**config.mk**
```make
export PLATFORM = sky130hd
export DESIGN_NAME = p3s_scheduler
export DESIGN_NICKNAME = d
export VERILOG_FILES = /design/src/logic/p3s_pkg.sv /design/src/logic/p3s_allow_ctr.sv /design/src/logic/p3s_scheduler.sv
export VERILOG_INCLUDE_DIRS = /design/src /design/src/logic
export SDC_FILE = /design/constraint.sdc
export NUM_CORES = 1
export LEC_CHECK = 0
export BUFFER_PORTS_ARGS = -buffer_cell sky130_fd_sc_hd__buf_2
export CORE_MARGIN = 10
export CORE_UTILIZATION = 35
export CTS_BUF_LIST = sky130_fd_sc_hd__clkbuf_8
export DETAILED_ROUTE_END_ITERATION = 6
export HOLD_SLACK_MARGIN = 0.03
export MAX_ROUTING_LAYER = met4
export PLACE_DENSITY = 0.61
export SKIP_LAST_GASP = 1
export SLEW_MARGIN = 20
export SYNTH_ARGS = -nofsm -noshare
export SYNTH_HDL_FRONTEND = slang
export SYNTH_SLANG_ARGS = --single-unit
```
**constraint.sdc**
```tcl
create_clock -name i_ref_clk -period 3.11 [get_ports i_ref_clk]
set_input_delay 0.622 -clock i_ref_clk [delete_from_list [all_inputs] [get_ports i_ref_clk]]
set_output_delay 0.622 -clock i_ref_clk [all_outputs]
set_load 0.1 [all_outputs]
```
**src/logic/p3s_cfg.svh**
```systemverilog
// offsets, field positions, reset values for the port 3 queue scheduler
// included by the scheduler and its counter; definitions only
`ifndef P3S_CFG_SVH
`define P3S_CFG_SVH

`define P3S_ADDR_W 12
`define P3S_OFF_HI 12'h0d0
`define P3S_OFF_LO 12'h0d2
`define P3S_OFF_STAT 12'h0f0

`define P3S_CTL_UP 15
`define P3S_CTL_DN 7
`define P3S_RAT_UP_MSB 14
`define P3S_RAT_UP_LSB 8
`define P3S_RAT_DN_MSB 6
`define P3S_RAT_DN_LSB 0

`define P3S_Q0_RATIO_RST 7'h01
`define P3S_Q1_RATIO_RST 7'h02
`define P3S_Q2_RATIO_RST 7'h04
`define P3S_Q3_RATIO_RST 7'h08
`define P3S_CTL_RST 1'b1
`define P3S_HI_RST {`P3S_CTL_RST, `P3S_Q2_RATIO_RST, `P3S_CTL_RST, `P3S_Q3_RATIO_RST}
`define P3S_LO_RST {`P3S_CTL_RST, `P3S_Q0_RATIO_RST, `P3S_CTL_RST, `P3S_Q1_RATIO_RST}

`endif

```
**src/logic/p3s_pkg.sv**
```systemverilog
// types shared by the port 3 queue scheduler files
// no assumptions beyond a systemverilog compiler
package p3s_pkg;
    typedef logic [6:0] p3s_ratio_t;
    typedef logic [1:0] p3s_qid_t;
    typedef logic [15:0] p3s_word_t;
    typedef enum logic [0:0] {
        ST_IDLE,
        ST_WAIT
    } p3s_state_t;
endpackage

```
**src/logic/p3s_allow_ctr.sv**
```systemverilog
// per-queue packet allowance counter
// assumes reload and take are never high together
`timescale 1ns/10ps
`include "p3s_cfg.svh"
module p3s_allow_ctr #(
    parameter p3s_pkg::p3s_ratio_t RST_CNT = 7'h01
) (
    // clock and reset
    input wire logic i_ref_clk,
    input wire logic i_arst_n,
    // control
    input wire logic i_reload,
    input wire p3s_pkg::p3s_ratio_t i_ratio,
    input wire logic i_take,
    // state
    output p3s_pkg::p3s_ratio_t o_count
);
    import p3s_pkg::*;

    p3s_ratio_t cnt_q, cnt_d;

    always_comb begin
        cnt_d = cnt_q;
        if (i_reload) begin
            cnt_d = i_ratio;
        end else if (i_take && cnt_q != 7'h00) begin
            cnt_d = cnt_q - 7'h01;
        end
    end

    always_ff @(posedge i_ref_clk or negedge i_arst_n) begin
        if (!i_arst_n) begin
            cnt_q <= RST_CNT;
        end else begin
            cnt_q <= cnt_d;
        end
    end

    assign o_count = cnt_q;
endmodule // p3s_allow_ctr

```
**src/logic/p3s_scheduler.sv**
```systemverilog
// port 3 transmit queue scheduler with two ratio control registers
// assumes queue status and tx done come from logic on i_ref_clk
//
// The implementer's own choice: the strobed register port.
`timescale 1ns/10ps
`include "p3s_cfg.svh"
module p3s_scheduler (
    // clock and reset
    input wire logic i_ref_clk,
    input wire logic i_arst_n,
    // register port
    input wire logic [`P3S_ADDR_W-1:0] i_reg_addr,
    input wire p3s_pkg::p3s_word_t i_reg_wdata,
    input wire logic i_reg_wr,
    input wire logic i_reg_rd,
    output p3s_pkg::p3s_word_t o_reg_rdata,
    // queue status from the switch
    input wire logic [3:0] i_q_pkt_avail,
    // transmit mac handshake
    input wire logic i_tx_done,
    output logic o_grant_vld,
    output p3s_pkg::p3s_qid_t o_grant_qid
);
    import p3s_pkg::*;

    localparam p3s_ratio_t RST_RATIO [4] = '{
        `P3S_Q0_RATIO_RST,
        `P3S_Q1_RATIO_RST,
        `P3S_Q2_RATIO_RST,
        `P3S_Q3_RATIO_RST
    };

    p3s_word_t hi_q, hi_d;
    p3s_word_t lo_q, lo_d;
    p3s_word_t rdata_q, rdata_d;
    p3s_state_t st_q, st_d;
    logic gv_q, gv_d;
    p3s_qid_t gq_q, gq_d;
    logic [3:0] ratio_mode;
    p3s_ratio_t ratio [4];
    p3s_ratio_t cnt [4];
    logic [3:0] elig;
    logic [3:0] take;
    p3s_qid_t pick;
    logic grant_now;
    logic reload;

    // field mapping: high register holds q2/q3, low register q0/q1
    always_comb begin
        ratio_mode[3] = hi_q[`P3S_CTL_DN];
        ratio_mode[2] = hi_q[`P3S_CTL_UP];
        ratio_mode[1] = lo_q[`P3S_CTL_DN];
        ratio_mode[0] = lo_q[`P3S_CTL_UP];
        ratio[3] = hi_q[`P3S_RAT_DN_MSB:`P3S_RAT_DN_LSB];
        ratio[2] = hi_q[`P3S_RAT_UP_MSB:`P3S_RAT_UP_LSB];
        ratio[1] = lo_q[`P3S_RAT_DN_MSB:`P3S_RAT_DN_LSB];
        ratio[0] = lo_q[`P3S_RAT_UP_MSB:`P3S_RAT_UP_LSB];
    end

    // registers and read port
    always_comb begin
        hi_d = hi_q;
        lo_d = lo_q;
        rdata_d = 16'h0000;
        if (i_reg_wr) begin
            if (i_reg_addr == `P3S_OFF_HI) begin
                hi_d = i_reg_wdata;
            end else if (i_reg_addr == `P3S_OFF_LO) begin
                lo_d = i_reg_wdata;
            end
        end
        if (i_reg_rd) begin
            if (i_reg_addr == `P3S_OFF_HI) begin
                rdata_d = hi_q;
            end else if (i_reg_addr == `P3S_OFF_LO) begin
                rdata_d = lo_q;
            end else if (i_reg_addr == `P3S_OFF_STAT) begin
                rdata_d = {9'h000, st_q == ST_WAIT, gq_q, elig};
            end
        end
    end

    always_ff @(posedge i_ref_clk or negedge i_arst_n) begin
        if (!i_arst_n) begin
            hi_q <= `P3S_HI_RST;
            lo_q <= `P3S_LO_RST;
            rdata_q <= 16'h0000;
        end else begin
            hi_q <= hi_d;
            lo_q <= lo_d;
            rdata_q <= rdata_d;
        end
    end

    // a ratio queue with a zero field is not eligible once a reload has set its count to zero
    genvar q;
    generate
        for (q = 0; q < 4; q = q + 1) begin : g_queue
            assign elig[q] = i_q_pkt_avail[q] && (!ratio_mode[q] || cnt[q] != 7'h00);
            assign take[q] = grant_now && pick == 2'(q) && ratio_mode[q];
            p3s_allow_ctr #(
                .RST_CNT(RST_RATIO[q])
            ) u_ctr (
                .i_ref_clk(i_ref_clk),
                .i_arst_n(i_arst_n),
                .i_reload(reload),
                .i_ratio(ratio[q]),
                .i_take(take[q]),
                .o_count(cnt[q])
            );
        end
    endgenerate

    always_comb begin
        pick = 2'h0;
        if (elig[3]) begin
            pick = 2'h3;
        end else if (elig[2]) begin
            pick = 2'h2;
        end else if (elig[1]) begin
            pick = 2'h1;
        end
    end

    assign grant_now = st_q == ST_IDLE && |elig;
    assign reload = st_q == ST_IDLE && !(|elig);

    // one packet in flight; the next pick waits for tx done
    always_comb begin
        st_d = st_q;
        gv_d = 1'b0;
        gq_d = gq_q;
        unique case (st_q)
            ST_IDLE: begin
                if (grant_now) begin
                    gv_d = 1'b1;
                    gq_d = pick;
                    st_d = ST_WAIT;
                end
            end
            ST_WAIT: begin
                if (i_tx_done) begin
                    st_d = ST_IDLE;
                end
            end
        endcase
    end

    always_ff @(posedge i_ref_clk or negedge i_arst_n) begin
        if (!i_arst_n) begin
            st_q <= ST_IDLE;
            gv_q <= 1'b0;
            gq_q <= 2'h0;
        end else begin
            st_q <= st_d;
            gv_q <= gv_d;
            gq_q <= gq_d;
        end
    end

    assign o_reg_rdata = rdata_q;
    assign o_grant_vld = gv_q;
    assign o_grant_qid = gq_q;

    // checks
    logic seen_q;

    always_ff @(posedge i_ref_clk or negedge i_arst_n) begin
        if (!i_arst_n) begin
            seen_q <= 1'b0;
        end else begin
            seen_q <= 1'b1;
        end
    end
endmodule // p3s_scheduler

```
# ---- Yosys cells after proc, flatten, opt, wreduce, memory -nomap -nowiden
# Index checks and enable logic that the tools add are counted.
dict set report word_totals {
  output_inout_bits 19
  reg_bits 80
}
dict set report op_classes {
  addsub 4
  reduce_logical 40
  bitwise_logic 2
  n_mux 19
  n_eq_ne 6
}
# op count
set op_table {}
lappend op_table {{two-way mux 7 bit} 9}
lappend op_table {{two-way mux 16 bit} 3}
lappend op_table {{equality test 12 x 8 -> 1 bit, second input constant} 3}
lappend op_table {{nonzero test 7 bit} 4}
lappend op_table {{subtractor 7 x 1 -> 7 bit, second input constant} 4}
lappend op_table {{logical AND 1 bit} 18}
lappend op_table {{nonzero test 2 bit} 4}
lappend op_table {{logical NOT 1 bit} 5}
lappend op_table {{equality test 2 bit, second input constant} 2}
lappend op_table {{logical OR 1 bit} 4}
lappend op_table {{two-way mux 1 bit} 4}
lappend op_table {{two-way mux 2 bit} 2}
lappend op_table {{AND reduction 2 bit} 2}
lappend op_table {{OR reduction 4 bit} 1}
lappend op_table {{AND reduction 3 bit} 1}
lappend op_table {{equality test 2 x 1 -> 1 bit, second input constant} 1}
lappend op_table {{logical NOT 2 bit} 1}
lappend op_table {{NOT 1 bit} 2}
lappend op_table {{one-hot mux 1 bit (2 select lines)} 1}

# ---- Logic depth before layout (Yosys ltp)
# Gate-level depths: netlist of the first run.
dict set report logic_depth {
  word_depth 12
  depth_mapped 8
}

# ---- Hierarchy
# A second synthesis of the first run with hierarchy kept.
dict set report unflattened {
  hier_cells 383
  hier_area_um2 4254.1
}
# module cells_per_inst area_each_um2 instances
set by_module_without_submodules {}
lappend by_module_without_submodules {p3s_scheduler 175 2402.3 1}
lappend by_module_without_submodules {p3s_allow_ctr 52 462.9 4}

# ---- Worst setup path after synthesis of the first run
# Ideal clock, no wire load.
dict set report synth_timing {
  kind {input to register}
  from {input port i_reg_addr[3]}
  to {register lo_q[10]}
  required_ns 2.985
  t_arrival_ns 2.226
  stages 6
  slack_ns 0.759
  n_path_buf 1
  path_cell_list {nor4b_1 > nand4_1 > nor3b_2 > nand2_2 > buf_1 > mux2_2}
}
dict set report synth_between {
  elab_chain_len 3
}
# item line_no
set synth_lines {}
lappend synth_lines {{start, declared} p3s_scheduler.sv:12} ;# input wire logic [`P3S_ADDR_W-1:0] i_reg_addr,
lappend synth_lines {{equality test 12 x 8 -> 1 bit (no line)} --}
lappend synth_lines {{NOT 1 bit (no line)} --}
lappend synth_lines {{AND reduction 3 bit (no line) *} --}
lappend synth_lines {{end signal, assigned} p3s_scheduler.sv:86} ;# lo_q <= `P3S_LO_RST;
lappend synth_lines {{end signal, assigned} p3s_scheduler.sv:90} ;# lo_q <= lo_d;
lappend synth_lines {{end, declared} p3s_scheduler.sv:34} ;# p3s_word_t lo_q, lo_d;
# Every way passes the cells marked *; elsewhere a longest branch is shown, timed or not.
# A chain may end at the register's enable or synchronous reset.

# ---- Worst setup path after layout of the first run
dict set report layout_timing {
  from {register g_queue[1].u_ctr.cnt_q[2]}
  to {register g_queue[2].u_ctr.cnt_q[5]}
}
dict set report layout_between {
  elab_chain_len 11
}
# item line_no
set layout_lines {}
lappend layout_lines {{start, declared} p3s_allow_ctr.sv:20} ;# p3s_ratio_t cnt_q, cnt_d;
lappend layout_lines {{start signal, assigned} p3s_allow_ctr.sv:35} ;# cnt_q <= cnt_d;
lappend layout_lines {{nonzero test 7 bit *} p3s_scheduler.sv:99} ;# assign elig[q] = i_q_pkt_avail[q] && (!ratio_mode[q] || cnt[q] != 7'h00);
lappend layout_lines {{logical OR 1 bit *} p3s_scheduler.sv:99}
lappend layout_lines {{logical AND 1 bit *} p3s_scheduler.sv:99}
lappend layout_lines {{two-way mux 1 bit} p3s_scheduler.sv:120} ;# end else if (elig[1]) begin
lappend layout_lines {{two-way mux 2 bit} p3s_scheduler.sv:118} ;# end else if (elig[2]) begin
lappend layout_lines {{two-way mux 2 bit} p3s_scheduler.sv:116} ;# if (elig[3]) begin
lappend layout_lines {{equality test 2 bit} p3s_scheduler.sv:100} ;# assign take[q] = grant_now && pick == 2'(q) && ratio_mode[q];
lappend layout_lines {{logical AND 1 bit (2 in series)} p3s_scheduler.sv:100}
lappend layout_lines {{logical AND 1 bit} p3s_allow_ctr.sv:26} ;# end else if (i_take && cnt_q != 7'h00) begin
lappend layout_lines {{nonzero test 2 bit (no line)} --}
lappend layout_lines {{end signal, assigned} p3s_allow_ctr.sv:35}
lappend layout_lines {{end, declared} p3s_allow_ctr.sv:20}
# Marked as above.

==> metrics.md, run 1 <==
| Metric | Value |
|---|---|
| Flip-flop and latch count after synthesis | 80 |
| Simple-Gate Fraction of Synth Area | 15.0% |
| Max VDD drop | 0.000237 V |
| Non-Filler Instances | 579 |
| Hold crit path type | in2async |
| Detailed Route WL | 10.6 mm |
| Synthesized area | 4080 µm² |
| # Post-CTS Setup Buffers | 0 |
| Crit path DAT | 2.90 ns |
| Critical path required time | 3.35 ns |
| Placed cells | 563 |
| FP Rows | 39 |
| Highest clock rate | 376 MHz |
| Pwr dens | 483 nW/µm² |
| Crit share post-route | 85.6% |
| Root buffer cell | clkbuf_8 |
| CTS H-tree lvls | 3 |
| Setup-failing EPs final | 0 |
| Count leader, synth | dfrtp_1 |
| Ant diodes | 0 |
| First-pass GRT wire length | 17.5 mm |
| Adder-cell share of the synthesized area | 2.45% |
| Multiplexer area fraction after synthesis | 8.84% |
| Placed instance area | 4530 µm² |
| Outcome | finished, final reports clean |
| Worst-Skew Late Latency | 0.36 ns |
| Synth area leader | dfrtp_1 |
| Via-per-instance ratio | 5.53 |
| Die area | 16400 µm² |
| Initial Utilization | 35.7% |
| CP peak stage delay | 0.58 ns |
| Ys async rst share | 100% |
| Share of the synthesized area in the top cell type | 41.7% |
| Num CTS Buffers | 9 |
| DR vias | 3201 |
| CTS tree | yes |
| First DRT Iteration DRCs | 242 |
| Clk sink count | 80 |
| Core area | 11400 µm² |
| DRT antenna net count | 0 |
| Syn Area/Cell | 11.0 µm² |
| Delay-heaviest family, CP | simple AND/OR/NAND/NOR gates |
| Post-route setup TNS | 0 ns |
| CP endpoint kind | flop |
| Synthesized Nets | 415 |
| Design Area, Final | 4740 µm² |
| Synth warn | 0 |
| Largest family of logic cells by synthesized area | compound AO/OA/AOI/OAI gates |
| I/O pin total | 56 |
| Period minus WS final | 2.66 ns |
| Yosys cell types | 64 |
| Fin. max-slew vios | 0 |
| Post-CTS sizing | 0 |
| Top FF cell, synth | dfrtp_1 |
| Fin. Hold Viols | 0 |
| Max Cap Viol | 0 |
| Seq/Total Area, Yosys | 49.5% |
| Max Buffers Root-to-Sink | 2 |
| Reg-to-reg endpoint | g_queue[2].u_ctr.o_count[5] |
| Detailed placement HPWL | 7.57 mm |
| RD Place Congestion | 0.928 |
| CP max-delay cell | or4_4 |
| Top cells by count, synth | 68 x dfrtp_1, 32 x mux2_2, 25 x nand2_1, 20 x inv_1, 20 x o21ai_0 |
| Reg2Reg Setup Slack | 0.45 ns |
| Area contributors post-synth | dfrtp_1 42%, mux2_2 8.8%, dfstp_2 7.7% |
| Startpoint Class | flop |
| Total GRT Usage | 13.6% |
| CP cell instances | or4_4, o31a_2, nor2_2, o21ai_0, a221o_1 |
| Vias in the first global route | 3329 |
| Die height | 128 µm |
| Crit Path Category | reg2reg |
| DR pass1 iterations | 5 |
| Syn Inst Count | 370 |
| Initial antenna violation count | 0 |
| Post-synth EDFFs | 0 |
| Die width | 128 µm |
| Cts hold-fix bufs | 0 |
| IO buf count | 55 |
| Largest net degree at the start of global routing | 81 |
| Worst slew pin tran | 0.787 ns |
| Max FO, Critical Path | 14 |
| Xor/xnor share of the synthesized area | 1.29% |
| Worst clock skew | 0.0102 ns |
| RSZ-0062 raised after global routing | no |
| Slew HR | 47.4% |
| Nets@finish | 476 |
| Reg2reg start | g_queue[1].u_ctr.o_count[2] |
| DR WL/cell | 18.2 µm |
| Compound-Gate Fraction of Synth Area | 19.6% |
| Lkg Pwr | 2.14 nW |
| Layout cells sized above 1 | 32.8% |
| Overflow after GRT | 0 |
| Area grow syn2layout | 16.2% |
| Worst-path clk slew | 0.08 ns |
| Drt drc | 0 |
| FF-to-FF path depth | 5 |
| Buffers and inverters on the worst path | 0 |
per-stage QoR:
| step | setup WS, ns | utilization, % | power [mW] | hold slack [ns] |
|---|---|---|---|---|
| floorplan | 0.759 | - | 1.39 | 0.326 |
| global placement | 0.564 | 39.6 | 1.49 | 0.469 |
| detailed placement | 0.487 | 39.6 | 1.50 | 0.480 |
| CTS | 0.460 | 41.5 | 2.31 | 0.441 |
| global route | 0.350 | 41.5 | 2.40 | 0.342 |
| finish | 0.448 | 41.5 | 2.29 | 0.288 |
how the worst max path moves through the flow:
stage               slack [ns]                         from  depth (start not counted)                     endpoint
floorplan                 0.76                i_reg_addr[3]                          6                     lo_q[10]
global placement          0.56  g_queue[1].u_ctr.o_count[2]                          5  g_queue[2].u_ctr.o_count[5]
detailed placement        0.49  g_queue[1].u_ctr.o_count[2]                          5  g_queue[2].u_ctr.o_count[5]
CTS                       0.46  g_queue[1].u_ctr.o_count[2]                          5  g_queue[2].u_ctr.o_count[5]
global route              0.35  g_queue[1].u_ctr.o_count[2]                          5  g_queue[2].u_ctr.o_count[5]
finish                    0.45  g_queue[1].u_ctr.o_count[2]                          5  g_queue[2].u_ctr.o_count[5]
sequential cells by signal (all words and copies together) (netlist names):
name and cells:
g_queue.u_ctr.o_count 28, o_grant_vld 1, lo_q 16, st_q 1
o_reg_rdata 16, hi_q 16, o_grant_qid 2
area by class of cell:
class / count / area (µm²)
Fill cell: 1101 / 6680
Sequential cell: 80 / 2020
Multi-Input combinational cell: 258 / 1920
Timing Repair Buffer: 62 / 334
Tap cell: 143 / 179
Clock buffer: 12 / 165
Inverter: 20 / 75.1
Clock inverter: 4 / 43.8
cells by family (layout without fill, tap and decap cells):
group	count (synthesis)	after routing
buffers and inverters	32	98
DFF	80	80
muxes	32	32
xor gates and xnor gates	6	6
adders and majority gates	8	8
and+or+nand+nor	106	106
AOI/OAI and AO/OA	106	106
power breakdown:
group / internal (mW) / switching (mW)
registers: 1.10 / 0.0527
logic: 0.123 / 0.210
clock network: 0.431 / 0.374
cells in the final DEF, fill, tap and decap left out, types with 6 or more instances in the layout:
cell type  count
a21oi_1       11
a221oi_1       7
a22oi_1        9
a2bb2oi_1      6
a31oi_1        7
buf_2         54
buf_4          7
clkbuf_8      12
dfrtp_1       68
dfstp_2       12
ha_1           8
inv_1         21
mux2_2        32
nand2_1       25
nand3_1        7
nor2_1        13
nor2b_1       11
nor3_1         8
o21ai_0       20
per-layer routing:
layer	track usage, %	up-vias	part of all wire (%)
met4	4.97	0	1.6
met3	3.18	14	6.4
met1	17.8	1569	47
li1	-	1518	-
met2	20.1	100	45
met5	-	-	0
Note: power is estimated with default switching activity, not from simulation.
==> run 2, diff against run 1 <==
PLACE_DENSITY = 0.65   (was 0.61)
==> metrics.md, run 2 (same netlist as run 1, synthesis figures left out) <==
| Metric | Value |
|---|---|
| Drt drc | 0 |
| Commonest cells after routing, fill and taps aside | 68 x dfrtp_1, 54 x buf_2, 32 x mux2_2, 25 x nand2_1, 23 x inv_1 |
| Total GRT Usage | 13.1% |
| DR pass1 iterations | 4 |
| Fin. Hold Viols | 0 |
| Max Cap Viol | 0 |
| Post-route setup TNS | 0 ns |
| Worst slew pin tran | 0.845 ns |
| Post-CTS sizing | 0 |
| Max Buffers Root-to-Sink | 2 |
| CTS tree | yes |
| Detailed placement HPWL | 7.40 mm |
| Seq pwr share | 50.3% |
| FF-to-FF path depth | 5 |
| Total design power | 2.29 mW |
| Layout cells sized above 1 | 32.0% |
| Max reg flops | 28 |
| CP endpoint kind | flop |
| Reg2reg start | g_queue[1].u_ctr.o_count[2] |
| Nets@finish | 474 |
| Ant diodes | 0 |
| CTS H-tree lvls | 3 |
| First-pass GRT wire length | 16.8 mm |
| Int Pwr | 1.66 mW |
| Cts hold-fix bufs | 0 |
| Setup-failing EPs final | 0 |
| Reg-to-reg endpoint | g_queue[2].u_ctr.o_count[5] |
| Fin. max-slew vios | 0 |
| Die height | 128 µm |
| First DRT Iteration DRCs | 234 |
| Critical path required time | 3.36 ns |
| Core area | 11400 µm² |
| Root buffer cell | clkbuf_8 |
| Max FO, Critical Path | 14 |
| # Post-CTS Setup Buffers | 0 |
| Final worst slack | 0.433 ns |
| Die width | 128 µm |
| RSZ-0062 raised after global routing | no |
| FP Rows | 39 |
| DRT antenna net count | 0 |
| Overflow after GRT | 0 |
| Largest net degree at the start of global routing | 81 |
| DR vias | 3238 |
| Max VDD drop | 0.000215 V |
| Initial Utilization | 35.7% |
| Crit Path Category | reg2reg |
| Clk sink count | 80 |
| Slew HR | 43.5% |
| NetSw | 0.627 mW |
| Highest clock rate | 374 MHz |
| Num CTS Buffers | 9 |
| RD Place Congestion | 0.898 |
| Sw Share | 27.4% |
| Die area | 16400 µm² |
| IO buf count | 55 |
| Worst-path clk slew | 0.08 ns |
| Logic pwr share | 14.4% |
| Period minus WS final | 2.68 ns |
| Crit. Startpoint | g_queue[1].u_ctr.o_count[2] |
| Initial antenna violation count | 0 |
| Detailed Route WL | 10.3 mm |
| Pwr dens | 485 nW/µm² |
| Worst clock skew | 0.0106 ns |
| Vias in the first global route | 3215 |
| Worst-Skew Late Latency | 0.36 ns |
| Design Area, Final | 4720 µm² |
| Crit share post-route | 86.1% |
| Reg2Reg Setup Slack | 0.43 ns |
| Lkg Pwr | 2.14 nW |
| Crit path DAT | 2.92 ns |
| # fillers | 1121 |
| Most common cell after layout, fill and taps aside | dfrtp_1 |
| DR WL/cell | 17.9 µm |
| Pre-CTS WS | 0.471 ns |
| Hold crit path type | in2async |
| Startpoint Class | flop |
| Outcome | finished, final reports clean |
| I/O pin total | 56 |
| Clock power frac | 35.3% |
| Area grow syn2layout | 15.7% |
| Placed instance area | 4510 µm² |
| Via-per-instance ratio | 5.61 |
-- run 2: cell types whose count changed in the layout (fill, tap and decap cells not counted), sizes merged --
cell | before | now
bufinv | 1 | 2
clkbuf | 12 | 9
inv | 21 | 23
buf | 62 | 60
-- run 2: worst max-delay path by stage --
stage          cells after the start  slack [ns]                     endpoint
6_report                           5        0.43  g_queue[2].u_ctr.o_count[5]
5_1_grt                            5        0.30  g_queue[2].u_ctr.o_count[5]
4_1_cts                            5        0.45  g_queue[2].u_ctr.o_count[5]
3_5_place_dp                       5        0.47  g_queue[2].u_ctr.o_count[5]
3_3_place_gp                       5        0.52  g_queue[2].u_ctr.o_count[5]
2_1_floorplan                      6        0.76                     lo_q[10]
-- run 2: final cells by class --
| cell class | count | area (µm²) | area share [%] |
|---|---|---|---|
| Sequential cell | 80 | 2020 | 42.7 |
| Multi-Input combinational cell | 258 | 1920 | 40.8 |
| Timing Repair Buffer | 60 | 319 | 6.76 |
| Tap cell | 143 | 179 | 3.79 |
| Clock buffer | 9 | 124 | 2.62 |
| Clock inverter | 7 | 81.3 | 1.72 |
| Inverter | 20 | 75.1 | 1.59 |
-- run 2: per-layer routing --
layer / vias up / global-route usage (%) / wire length [µm]
met5: - / - / 0
met4: 0 / 5.89 / 209
met3: 14 / 2.69 / 452
met2: 73 / 19.5 / 4800
met1: 1640 / 16.7 / 4890
li1: 1511 / - / -
-- run 2: per-stage QoR --
stage | instances | util [%] | hold slack, ns
after floorplan | 370 | - | 0.326
after global placement | 561 | 39.5 | 0.484
after detailed placement | 561 | 39.5 | 0.486
after CTS | 577 | 41.3 | 0.428
after global routing | 577 | 41.3 | 0.340
final | 577 | 41.3 | 0.288
-- run 2: critical path: stages, from the launching register on --
cell	delay, ns
dfrtp_1	0.45
or4_4	0.58
o31a_2	0.43
nor2_2	0.57
o21ai_0	0.21
a221o_1	0.31
-- run 2: power groups by stage --
| stage | logic [mW] | registers, mW | clock network [mW] |
|---|---|---|---|
| global placement | 0.322 | 1.17 | 0 |
| detailed placement | 0.330 | 1.17 | 0 |
| global route | 0.370 | 1.16 | 0.872 |
| finish | 0.329 | 1.15 | 0.807 |
| floorplan | 0.190 | 1.20 | 0 |
| CTS | 0.332 | 1.15 | 0.831 |
